===== src/pkg/sleep_seq_consts.vh =====
// constants for the sleep measurement sequencer
`ifndef SLEEP_SEQ_CONSTS_VH
`define SLEEP_SEQ_CONSTS_VH

`define PD_COMMAND_VALUE 8'hA9
`define CMD_W 8

`define PD_STATE_W 2
`define PD_STATE_DEEP 2'h2

`define MEAS_W 3
`define MEAS_NONE 3'h0
`define MEAS_CUR 3'h1
`define MEAS_CVT_INT 3'h2
`define MEAS_CVT_EXT 3'h3

`define IRQ_W 8
`define IRQ_WATCHDOG 0
`define IRQ_SLEEP_TIMER 1
`define IRQ_ADC_CURRENT 2
`define IRQ_ADC_VOLTAGE 3
`define IRQ_LIN_WAKE 4
`define IRQ_LIN_SHORT 5
`define IRQ_LIN_TXD_TIMEOUT 6
`define IRQ_ADC_TEMP 7

`define CONV_CNT_W 4
`define LOOP_CNT_W 8
`define TRIG_W 16

`endif


===== src/core/sleep_measurement_sequencer.v =====
// power manager sequencer for light and deep sleep with discrete measurements
`timescale 1ns/10ps
`include "sleep_seq_consts.vh"
module sleep_measurement_sequencer (
   // clock, reset, enable
   input wire i_sys_clk,
   input wire i_resetn,
   input wire i_clk_en,
   // serial register port
   input wire i_powerdown_command_wr,
   input wire [`CMD_W-1:0] i_powerdown_command,
   input wire i_chip_select_n,
   // low power configuration
   input wire [`PD_STATE_W-1:0] i_powerdown_state_select,
   input wire [`MEAS_W-1:0] i_powerdown_measure_select,
   input wire i_sleep_bias_reduce_ten,
   input wire i_sleep_bias_reduce_five,
   input wire i_sleep_refbuf_offset_cancel_on,
   // full power configuration
   input wire i_fp_current_adc_on,
   input wire i_fp_voltage_adc_on,
   input wire i_fp_bias_reduce_ten,
   input wire i_fp_bias_reduce_five,
   input wire i_fp_refbuf_offset_cancel_on,
   // measurement setup
   input wire [`TRIG_W-1:0] i_adc_trigger_compare,
   input wire [`LOOP_CNT_W-1:0] i_current_only_loop_count,
   input wire [`CONV_CNT_W-1:0] i_current_conv_count,
   input wire [`CONV_CNT_W-1:0] i_voltage_conv_count,
   // interrupts
   input wire [`IRQ_W-1:0] i_wake_irq_enable,
   input wire [`IRQ_W-1:0] i_irq_pending,
   // converter and analog status
   input wire i_current_conv_done,
   input wire i_voltage_conv_done,
   input wire i_blocks_stable,
   input wire i_slow_oscillator_clock,
   // converter control
   output reg o_current_adc_power,
   output reg o_voltage_adc_power,
   output reg o_current_adc_start,
   output reg o_voltage_adc_start,
   output reg o_voltage_adc_temp_mode,
   output reg o_temp_external,
   output reg o_adc_stop,
   output reg o_power_manager_owns_adc,
   // power and clock control
   output reg o_bias_reduce_ten,
   output reg o_bias_reduce_five,
   output reg o_refbuf_offset_cancel_on,
   output reg o_analog_power,
   output reg o_muxed_clock_slow,
   output reg o_cpu_clock_enable,
   output reg o_cpu_reset_n,
   output reg o_sleep_timer_clear,
   output reg o_lin_wake_detect_enable,
   // status
   output reg o_sleep_active,
   output reg o_deep_sleep,
   output reg o_command_rejected
);

localparam [6:0] ST_FULL = 7'h01;
localparam [6:0] ST_ENTER = 7'h02;
localparam [6:0] ST_IDLE = 7'h04;
localparam [6:0] ST_CUR = 7'h08;
localparam [6:0] ST_VOLT = 7'h10;
localparam [6:0] ST_TEMP = 7'h20;
localparam [6:0] ST_WAKE = 7'h40;

// sources allowed to wake for a given measurement setup
function [`IRQ_W-1:0] wake_allowed;
   input [`MEAS_W-1:0] meas;
   reg [`IRQ_W-1:0] m;
   begin
      m = {`IRQ_W{1'b0}};
      m[`IRQ_WATCHDOG] = 1'b1;
      m[`IRQ_SLEEP_TIMER] = 1'b1;
      m[`IRQ_LIN_WAKE] = 1'b1;
      case (meas)
         `MEAS_CUR: begin
            m[`IRQ_ADC_CURRENT] = 1'b1;
         end
         `MEAS_CVT_INT, `MEAS_CVT_EXT: begin
            m = {`IRQ_W{1'b1}};
            m[`IRQ_LIN_SHORT] = 1'b0;
            m[`IRQ_LIN_TXD_TIMEOUT] = 1'b0;
         end
         default: begin
            m = m;
         end
      endcase
      wake_allowed = m;
   end
endfunction

// setups that measure at discrete times
function is_discrete;
   input [`MEAS_W-1:0] meas;
   begin
      is_discrete = (meas == `MEAS_CUR) || (meas == `MEAS_CVT_INT) || (meas == `MEAS_CVT_EXT);
   end
endfunction

reg [6:0] state_q;
reg [6:0] state_d;
reg cs_meta_q;
reg cs_sync_q;
reg cs_prev_q;
reg stable_meta_q;
reg stable_sync_q;
reg armed_q;
reg deep_q;
reg [`MEAS_W-1:0] meas_q;
reg [`CONV_CNT_W-1:0] conv_q;
reg [`LOOP_CNT_W-1:0] loop_q;
reg timer_clear_q;
wire trig_fire;
wire cs_rise;
wire [`IRQ_W-1:0] irq_live;
wire wake_now;
wire wake_at_cmd;
wire cmd_go;
wire cur_last;
wire volt_last;
wire full_loop;
wire in_sleep;

assign irq_live = i_irq_pending & i_wake_irq_enable;
assign wake_now = |(irq_live & wake_allowed(meas_q));
assign wake_at_cmd = |(irq_live & wake_allowed(i_powerdown_measure_select));
// power-down only starts once chip select is released after the command byte
assign cs_rise = cs_sync_q & ~cs_prev_q;
assign cmd_go = armed_q & cs_rise;
// a configured count of zero still performs one conversion
assign cur_last = i_current_conv_done && (conv_q + 1'b1 >= i_current_conv_count);
assign volt_last = i_voltage_conv_done && (conv_q + 1'b1 >= i_voltage_conv_count);
assign full_loop = (meas_q != `MEAS_CUR) && (loop_q >= i_current_only_loop_count);
assign in_sleep = ~state_q[0] & ~state_q[6];

adc_trigger_timer u_trig (
   .i_sys_clk(i_sys_clk),
   .i_resetn(i_resetn),
   .i_clk_en(i_clk_en),
   .i_slow_clk(i_slow_oscillator_clock),
   .i_clear(timer_clear_q),
   .i_enable(in_sleep && is_discrete(meas_q)),
   .i_compare(i_adc_trigger_compare),
   .o_fire(trig_fire)
);

always @* begin
   state_d = state_q;
   case (state_q)
      ST_FULL: begin
         if (cmd_go && !wake_at_cmd) begin
            state_d = ST_ENTER;
         end
      end
      ST_ENTER: begin
         if (wake_now) begin
            state_d = ST_WAKE;
         end else begin
            state_d = ST_IDLE;
         end
      end
      ST_IDLE: begin
         if (wake_now) begin
            state_d = ST_WAKE;
         end else if (trig_fire && is_discrete(meas_q)) begin
            state_d = ST_CUR;
         end
      end
      ST_CUR: begin
         if (wake_now) begin
            state_d = ST_WAKE;
         end else if (cur_last) begin
            state_d = full_loop ? ST_VOLT : ST_IDLE;
         end
      end
      ST_VOLT: begin
         if (wake_now) begin
            state_d = ST_WAKE;
         end else if (volt_last) begin
            state_d = ST_TEMP;
         end
      end
      ST_TEMP: begin
         if (wake_now) begin
            state_d = ST_WAKE;
         end else if (i_voltage_conv_done) begin
            state_d = ST_IDLE;
         end
      end
      ST_WAKE: begin
         if (stable_sync_q) begin
            state_d = ST_FULL;
         end
      end
      default: begin
         state_d = ST_FULL;
      end
   endcase
end

always @(posedge i_sys_clk or negedge i_resetn) begin
   if (!i_resetn) begin
      state_q <= ST_FULL;
      cs_meta_q <= 1'b1;
      cs_sync_q <= 1'b1;
      cs_prev_q <= 1'b1;
      stable_meta_q <= 1'b0;
      stable_sync_q <= 1'b0;
      armed_q <= 1'b0;
      deep_q <= 1'b0;
      meas_q <= `MEAS_NONE;
      conv_q <= {`CONV_CNT_W{1'b0}};
      loop_q <= {`LOOP_CNT_W{1'b0}};
      timer_clear_q <= 1'b0;
   end else if (i_clk_en) begin
      cs_meta_q <= i_chip_select_n;
      cs_sync_q <= cs_meta_q;
      cs_prev_q <= cs_sync_q;
      stable_meta_q <= i_blocks_stable;
      stable_sync_q <= stable_meta_q;
      state_q <= state_d;
      timer_clear_q <= 1'b0;
      // any other byte written to the command register disarms the request
      if (state_q == ST_FULL && i_powerdown_command_wr) begin
         armed_q <= (i_powerdown_command == `PD_COMMAND_VALUE);
      end else if (cs_rise) begin
         armed_q <= 1'b0;
      end
      if (state_q == ST_FULL && state_d == ST_ENTER) begin
         deep_q <= (i_powerdown_state_select == `PD_STATE_DEEP);
         meas_q <= i_powerdown_measure_select;
         loop_q <= {`LOOP_CNT_W{1'b0}};
         timer_clear_q <= 1'b1;
      end
      if (state_d != state_q) begin
         conv_q <= {`CONV_CNT_W{1'b0}};
      end else if ((state_q == ST_CUR && i_current_conv_done) || (state_q == ST_VOLT && i_voltage_conv_done)) begin
         conv_q <= conv_q + 1'b1;
      end
      if (state_q == ST_CUR && state_d == ST_IDLE && meas_q != `MEAS_CUR) begin
         loop_q <= loop_q + 1'b1;
      end else if (state_q == ST_TEMP && state_d == ST_IDLE) begin
         loop_q <= {`LOOP_CNT_W{1'b0}};
      end
   end
end

// registered outputs, derived from the next state so they line up with it
always @(posedge i_sys_clk or negedge i_resetn) begin
   if (!i_resetn) begin
      o_current_adc_power <= 1'b0;
      o_voltage_adc_power <= 1'b0;
      o_current_adc_start <= 1'b0;
      o_voltage_adc_start <= 1'b0;
      o_voltage_adc_temp_mode <= 1'b0;
      o_temp_external <= 1'b0;
      o_adc_stop <= 1'b0;
      o_power_manager_owns_adc <= 1'b0;
      o_bias_reduce_ten <= 1'b0;
      o_bias_reduce_five <= 1'b0;
      o_refbuf_offset_cancel_on <= 1'b1;
      o_analog_power <= 1'b1;
      o_muxed_clock_slow <= 1'b0;
      o_cpu_clock_enable <= 1'b1;
      o_cpu_reset_n <= 1'b1;
      o_sleep_timer_clear <= 1'b0;
      o_lin_wake_detect_enable <= 1'b0;
      o_sleep_active <= 1'b0;
      o_deep_sleep <= 1'b0;
      o_command_rejected <= 1'b0;
   end else if (i_clk_en) begin
      o_sleep_timer_clear <= timer_clear_q;
      o_lin_wake_detect_enable <= i_wake_irq_enable[`IRQ_LIN_WAKE];
      o_command_rejected <= (state_q == ST_FULL) && cmd_go && wake_at_cmd;
      // stop pulses on entry and on an abort of a running conversion
      o_adc_stop <= (state_q == ST_FULL && state_d == ST_ENTER) ||
                    ((state_q == ST_CUR || state_q == ST_VOLT || state_q == ST_TEMP) && state_d == ST_WAKE);
      o_current_adc_start <= (state_q != ST_CUR) && (state_d == ST_CUR);
      o_voltage_adc_start <= ((state_q != ST_VOLT) && (state_d == ST_VOLT)) ||
                             ((state_q != ST_TEMP) && (state_d == ST_TEMP));
      o_voltage_adc_temp_mode <= (state_d == ST_TEMP);
      o_temp_external <= (meas_q == `MEAS_CVT_EXT);
      case (state_d)
         ST_FULL: begin
            o_current_adc_power <= i_fp_current_adc_on;
            o_voltage_adc_power <= i_fp_voltage_adc_on;
            o_power_manager_owns_adc <= 1'b0;
            o_bias_reduce_ten <= i_fp_bias_reduce_ten;
            o_bias_reduce_five <= i_fp_bias_reduce_five;
            o_refbuf_offset_cancel_on <= i_fp_refbuf_offset_cancel_on;
            o_analog_power <= 1'b1;
            o_muxed_clock_slow <= 1'b0;
            o_cpu_clock_enable <= 1'b1;
            o_cpu_reset_n <= 1'b1;
            o_sleep_active <= 1'b0;
            o_deep_sleep <= 1'b0;
         end
         ST_WAKE: begin
            // full power settings come back first, processor waits for stability
            o_current_adc_power <= i_fp_current_adc_on;
            o_voltage_adc_power <= i_fp_voltage_adc_on;
            o_power_manager_owns_adc <= 1'b0;
            o_bias_reduce_ten <= i_fp_bias_reduce_ten;
            o_bias_reduce_five <= i_fp_bias_reduce_five;
            o_refbuf_offset_cancel_on <= i_fp_refbuf_offset_cancel_on;
            o_analog_power <= 1'b1;
            o_muxed_clock_slow <= 1'b0;
            o_cpu_clock_enable <= 1'b0;
            o_cpu_reset_n <= ~deep_q;
            o_sleep_active <= 1'b0;
            o_deep_sleep <= deep_q;
         end
         default: begin
            // converters powered only while their phase runs
            o_current_adc_power <= (state_d == ST_CUR);
            o_voltage_adc_power <= (state_d == ST_VOLT) || (state_d == ST_TEMP);
            o_power_manager_owns_adc <= 1'b1;
            o_bias_reduce_ten <= i_sleep_bias_reduce_ten;
            o_bias_reduce_five <= i_sleep_bias_reduce_five;
            o_refbuf_offset_cancel_on <= i_sleep_refbuf_offset_cancel_on;
            o_analog_power <= (state_d == ST_CUR) || (state_d == ST_VOLT) || (state_d == ST_TEMP);
            o_muxed_clock_slow <= 1'b1;
            o_cpu_clock_enable <= 1'b0;
            o_cpu_reset_n <= (state_d == ST_ENTER) ? ~(i_powerdown_state_select == `PD_STATE_DEEP) : ~deep_q;
            o_sleep_active <= 1'b1;
            o_deep_sleep <= (state_d == ST_ENTER) ? (i_powerdown_state_select == `PD_STATE_DEEP) : deep_q;
         end
      endcase
   end
end

endmodule


===== src/core/adc_trigger_timer.v =====
// adc trigger timer counting edges of the slow oscillator clock
`timescale 1ns/10ps
`include "sleep_seq_consts.vh"
module adc_trigger_timer (
   // clock and reset
   input wire i_sys_clk,
   input wire i_resetn,
   input wire i_clk_en,
   // slow oscillator clock pin
   input wire i_slow_clk,
   // control
   input wire i_clear,
   input wire i_enable,
   input wire [`TRIG_W-1:0] i_compare,
   // trigger pulse
   output reg o_fire
);

reg slow_meta_q;
reg slow_sync_q;
reg slow_prev_q;
reg [`TRIG_W-1:0] count_q;
wire slow_rise;

assign slow_rise = slow_sync_q & ~slow_prev_q;

always @(posedge i_sys_clk or negedge i_resetn) begin
   if (!i_resetn) begin
      slow_meta_q <= 1'b0;
      slow_sync_q <= 1'b0;
      slow_prev_q <= 1'b0;
      count_q <= {`TRIG_W{1'b0}};
      o_fire <= 1'b0;
   end else if (i_clk_en) begin
      slow_meta_q <= i_slow_clk;
      slow_sync_q <= slow_meta_q;
      slow_prev_q <= slow_sync_q;
      o_fire <= 1'b0;
      if (i_clear || !i_enable) begin
         count_q <= {`TRIG_W{1'b0}};
      end else if (slow_rise) begin
         // a compare of zero behaves as one slow period so the loop never spins
         if (count_q + 1'b1 >= i_compare) begin
            count_q <= {`TRIG_W{1'b0}};
            o_fire <= 1'b1;
         end else begin
            count_q <= count_q + 1'b1;
         end
      end
   end
end

endmodule


===== config.mk =====
export PLATFORM = sky130hd
export DESIGN_NAME = sleep_measurement_sequencer
export DESIGN_NICKNAME = d
export VERILOG_FILES = /design/src/core/sleep_measurement_sequencer.v /design/src/core/adc_trigger_timer.v
export VERILOG_INCLUDE_DIRS = /design/src /design/src/pkg
export SDC_FILE = /design/constraint.sdc
export NUM_CORES = 1
export LEC_CHECK = 0
export ABC_AREA = 1
export BUFFER_PORTS_ARGS = -buffer_cell sky130_fd_sc_hd__buf_2
export CAP_MARGIN = 20
export CORE_MARGIN = 2
export CORE_UTILIZATION = 25
export CTS_BUF_LIST = sky130_fd_sc_hd__clkbuf_4
export DETAILED_ROUTE_END_ITERATION = 12
export MAX_ROUTING_LAYER = met4
export PLACE_DENSITY = 0.52
export SYNTH_ARGS = -nofsm -noshare
export SYNTH_HDL_FRONTEND = slang
export SYNTH_SLANG_ARGS = --single-unit

===== constraint.sdc =====
create_clock -name i_sys_clk -period 7 [get_ports i_sys_clk]
set_input_delay 1.05 -clock i_sys_clk [delete_from_list [all_inputs] [get_ports i_sys_clk]]
set_output_delay 1.05 -clock i_sys_clk [all_outputs]
set_load 0.005 [all_outputs]

### Yosys cells after proc, flatten, opt, wreduce, memory -nomap -nowiden

Index checks and enable logic that the tools add are counted.

| word-level totals | value |
|---|---|
| register bits after elaboration | 68 |
| input bits | 78 |
| logic and storage cells | 173 |

| cells by class | value |
|---|---|
| add/subtract/negate cells | 3 |
| order comparisons | 4 |
| equal/unequal tests | 27 |
| muxes and demuxes | 43 |
| bitwise gates (word level) | 13 |
| reductions and logical operators | 48 |

Operators by type and width:

| kind | count |
|---|---|
| $mux 7 | 11 |
| $pmux 7 s7 | 1 |
| $mux 16 | 3 |
| $and 8x8->8 | 3 |
| $mux 8 | 3 |
| $logic_and 1x1->1 | 19 |
| $mux 1 | 18 |
| $add 16x1->16 const B | 1 |
| $ge 16x16->1 | 1 |
| $reduce_or 8->1 | 2 |
| $mux 5 | 3 |
| $eq 7x1->1 const B | 2 |
| $eq 7x2->1 const B | 2 |
| $eq 7x3->1 const B | 2 |
| $eq 7x4->1 const B | 2 |
| $eq 7x5->1 const B | 2 |
| $eq 7x6->1 const B | 2 |
| $eq 7x7->1 const B | 2 |
| $eq 3x2->1 const B | 4 |
| $logic_or 1x1->1 | 11 |
| $reduce_and 2->1 | 5 |
| $add 8x1->8 const B | 1 |
| $eq 8x8->1 const B | 1 |
| $ge 4x4->1 | 2 |
| 18 further kinds | 35 |

### Depth between registers and ports, before layout

| logic depth | value |
|---|---|
| word-level depth | 14 |
| gate-level depth with buffers | 21 |
| mapped depth without buffers | 21 |

### Cells and area by module

Synthesis repeated with hierarchy kept, for this count alone.

| second synthesis, totals | value |
|---|---|
| cell total of the unflattened synthesis | 671 |
| area, all modules | 4,829.6 um^2 |

Modules (own cells, without submodules):

| module | times used | cells each | area each (um^2) | seq. area each (um^2) |
|---|---|---|---|---|
| sleep_measurement_sequencer | 1 | 442 | 3,160.5 | 1,211.2 |
| adc_trigger_timer | 1 | 229 | 1,669.1 | 500.5 |

### Worst setup path after synthesis

No wires, ideal clock.

| path | value |
|---|---|
| path kind | reg-to-reg |
| from | register u_trig.count_q[0] |
| to | register u_trig.count_q[13] |
| library setup time | 0.083 ns |
| data arrival time | 2.843 ns |
| setup slack | 4.074 ns |
| stages on the path, launching flop included | 20 |
| clock period less this slack | 2.926 ns |
| cells stage by stage | dfrtp_1 > ha_1 > nand3_1 > nor2_1 > nand3_1 > nor2_1 > nand3_1 > nor3_1 > xor2_1 > inv_1 > ha_1 > nand2_1 > inv_1 > nand3_1 > inv_1 > a21oi_1 > nand3_1 > nor2_1 > inv_2 > o22ai_1 |

| on the way | value |
|---|---|
| longest elaborated chain between the ends | 5 |

RTL lines:

| what | RTL line | source |
|---|---|---|
| from (decl) | adc_trigger_timer.v:22 | `` reg [`TRIG_W-1:0] count_q; `` |
| from (signal assigned) | adc_trigger_timer.v:32 | `` count_q <= {`TRIG_W{1'b0}}; `` |
| from (signal assigned) | adc_trigger_timer.v:40 | `` count_q <= {`TRIG_W{1'b0}}; `` |
| from (signal assigned) | adc_trigger_timer.v:44 | `` count_q <= {`TRIG_W{1'b0}}; `` |
| $add 16x1->16 (*) | adc_trigger_timer.v:43, adc_trigger_timer.v:47 |  |
| $ge 16x16->1 | adc_trigger_timer.v:43 | `if (count_q + 1'b1 >= i_compare) begin` |
| $mux 16 (*) | adc_trigger_timer.v:43 |  |
| $mux 16 (*) | adc_trigger_timer.v:41 | `end else if (slow_rise) begin` |
| $mux 16 (*) | adc_trigger_timer.v:39 | `if (i_clear \|\| !i_enable) begin` |

Mark *: on every way between the ends. The rest lies on a longest branch, timed or not. The select of a mux whose other input is x is not followed.
A chain may end at the register's enable or synchronous reset.

### Worst setup path after layout

| path | value |
|---|---|
| from | register u_trig.count_q[0] |
| to | register u_trig.count_q[9] |

Same word-level chain as after synthesis.

==> impl_metrics.toml <==
[run_status]
status = "completed"

[timing]
skew_ps = 22.72
maxSlewViolCount = 0
rsz0062_at_grt = "no"
max_slew_margin_pct = 39.28
fin_crit_ps = 3630
min_period_over_period_pct = 51.85
setup_violations = 0
timing.fmax_ghz = 0.2755
setup_tns_ps = 0
finalHoldViolations = 0
worstMarginPinSlew_ps = 910.8

[die]
core_area_um2 = 18580
start_util_pct = 25.33
dieArea_um2 = 19940
pin_count = 98
die_w_um = 141.2
row_count = 50
die_y_um = 141.2

[synthesis]
synth.area.top_cells = "dfrtp_1, nand2_1, ha_1, inv_1, dfstp_2"
syn-num-nets = 750
async_flop_share_pct = 100.0
ys_seq_elements = 68
syn_avg_cell_area_um2 = 7.387
synth_top_area_share_pct = 31.91
synth_edf_count = 0
syn_inst = 637
yosysWarnings = 0
synth_area_leader_cell = "dfrtp_1"
yosysUniqueCellTypes = 45
synth_ff_type = "dfrtp_1"
synthesis.area_um2 = 4706
ys_seq_area_share_pct = 36.37

[critical_path]
critPathKind = "register to register"
critPathCaptureType = "register"
reg2reg_from = "u_trig.count_q[0]$_DFFE_PN0P_"
cp.arrival_ps = 4000
timing.rr.end = "u_trig.count_q[9]$_DFFE_PN0P_"
regToRegSetupSlack_ps = 3370
crit_required_ps = 7370
reg2reg_depth = 19
crit_fanout = 10
critPathLaunchType = "register"

[clocking]
tritoncts = "yes"
clock-sinks = 68
cts_setup_buffers = 0
clk_pin_slew_ps = 120
cts_max_level = 3
holdBufCountCts = 0
cts_root_buf = "clkbuf_4"
clk_latency_ps = 450
clock_path_buffers = 2
numCtsBuffers = 9
ctsResizeCount = 0

[layout]
layout_common_cells = "nand2_1, inv_1, buf_2"
final_cell_count_no_fill = 972
syn2layout_area_growth_pct = 18.16
fin_nets = 845
layout_commonest_cell = "nand2_1"
drive_above_1_share_pct = 22.93

[detailed_routing]
drt-vias-per-instance = 4.292
drt-total-wl_um = 11370
initialDrtViolationCount = 205
wl_per_cell_um = 11.70
drt_first_pass_iters = 4
antenna_left = 0
drc = 0
vias = 4172

[place]
place_congestion = 0.8004
dp.final_hpwl_um = 8504
numPortBuffers = 93
post-place-cells = 955

[global_routing]
grt_pass1_wl_um = 19100
grt_pass1_vias = 3994
antenna_found_initial = 1
grt-ovfl-total = 0
track_usage_pct = 12.46
grt_max_degree = 69

[worst_hold_path]
min-delay-start = "cs_meta_q$_DFFE_PN1P_"
hold_path.class = "register to register"
hold_path_depth = 2
hold_end = "cs_meta_q$_DFFE_PN1P_"

[pwr]
power.density_nw_per_um2 = 161.9
p_leak_nw = 3.016
peakVddDrop_uv = 58.33

[flow_run]
maxCapViolations = 0
[flip-flops by register name (all words and copies together) (netlist names), 3 cells and up]
name and cells:
u_trig.count_q 16, loop_q 8, state_q 7, conv_q 4, meas_q 3
[layer usage]
layer	wire [µm]	GRT usage [%]	vias up
li1	-	-	2227
met1	5981	17.35	1856
met2	4717	17.83	78
met3	473	2.548	11
met4	195	4.579	0
met5	0	-	-
[through the flow]
step                      utilization (%)  power (mW)  hold WS, ps  instance area (µm²)  setup slack, ps
after detailed placement            29.21      0.6480        452.9                 5426             3323
after floorplan                         -      0.5727        442.2                 4706             4074
after global placement              29.21      0.6470        451.4                 5426             3300
final                               29.93      0.9001        464.3                 5560             3370
after global routing                29.93      0.9696        483.6                 5560             2899
after CTS                           29.91      0.9228        469.1                 5558             3270
[where the power goes]
| part | leakage (nW) | switching (mW) | internal, mW |
|---|---|---|---|
| Clock | 0.0741 | 0.146 | 0.118 |
| Combinational | 2.06 | 0.121 | 0.0753 |
| Sequential | 0.883 | 0.0190 | 0.421 |
[critical path, cell delays in order, from the launching register on]
cell and delay [ps]:
dfrtp_1 440, ha_1 210, nand3_1 120, nor2_1 230
nand3_1 140, nor2_1 220, nand3_1 100, nor3_1 190
xor2_1 220, inv_1 80, ha_1 270, nand2_1 70
inv_1 40, nand3_1 70, inv_1 40, a21oi_1 170
nand3_1 140, nor2_1 410, inv_2 210, o22ai_1 160
[Yosys cell counts (2+ instances only)]
cell type,number
clkinv_1,2
nor3_1,7
o21a_1,2
clkbuf_1,9
nand2_2,7
inv_2,12
dfrtp_1,60
buf_4,2
o21ai_1,6
nand3b_1,3
xor2_1,16
o22ai_1,11
dfstp_2,8
o21ai_0,37
a31oi_1,3
nor2_1,33
nor2_4,7
nor2_2,11
nand3_1,33
nor3_2,2
or2_2,3
nand2_4,2
nand4_1,12
o211ai_1,2
a21oi_1,20
inv_1,103
nand2_1,168
nand3_2,4
ha_1,35
o221ai_1,2
[worst max-delay path by stage]
stage | start | end | slack [ps]
2_1_floorplan | u_trig.count_q[0]$_DFFE_PN0P_ | u_trig.count_q[13]$_DFFE_PN0P_ | 4070
3_3_place_gp | u_trig.count_q[0]$_DFFE_PN0P_ | u_trig.count_q[13]$_DFFE_PN0P_ | 3300
3_5_place_dp | u_trig.count_q[0]$_DFFE_PN0P_ | u_trig.count_q[10]$_DFFE_PN0P_ | 3320
4_1_cts | u_trig.count_q[0]$_DFFE_PN0P_ | u_trig.count_q[5]$_DFFE_PN0P_ | 3270
5_1_grt | u_trig.count_q[0]$_DFFE_PN0P_ | u_trig.count_q[7]$_DFFE_PN0P_ | 2900
6_report | u_trig.count_q[0]$_DFFE_PN0P_ | u_trig.count_q[9]$_DFFE_PN0P_ | 3370
[layout make-up]
| type | count | area (µm²) |
|---|---|---|
| Antenna cell | 1 | 2.502 |
| Clock buffer | 12 | 90.09 |
| Clock inverter | 4 | 41.29 |
| Fill cell | 2046 | 13020 |
| Inverter | 118 | 445.4 |
| Multi-Input combinational cell | 439 | 2489 |
| Sequential cell | 68 | 1712 |
| Tap cell | 234 | 292.8 |
| Timing Repair Buffer | 96 | 488.0 |
[kinds of logic (layout without fill, tap and decap cells)]
| logic type | Yosys count | count (layout) | synth area share [%] |
|---|---|---|---|
| AO/OA/AOI/OAI | 90 | 90 | 10.80 |
| XOR/XNOR | 17 | 17 | 3.164 |
| adder cells (fa/ha/maj) | 35 | 35 | 9.306 |
| buffers and inverters | 130 | 230 | 10.74 |
| flip-flops | 68 | 68 | 36.37 |
| multiplexers | 1 | 1 | 0.2127 |
| other | 0 | 1 | 0 |
| AND/OR/NAND/NOR | 296 | 296 | 29.41 |
No activity file was read; power rests on OpenSTA's default activity.
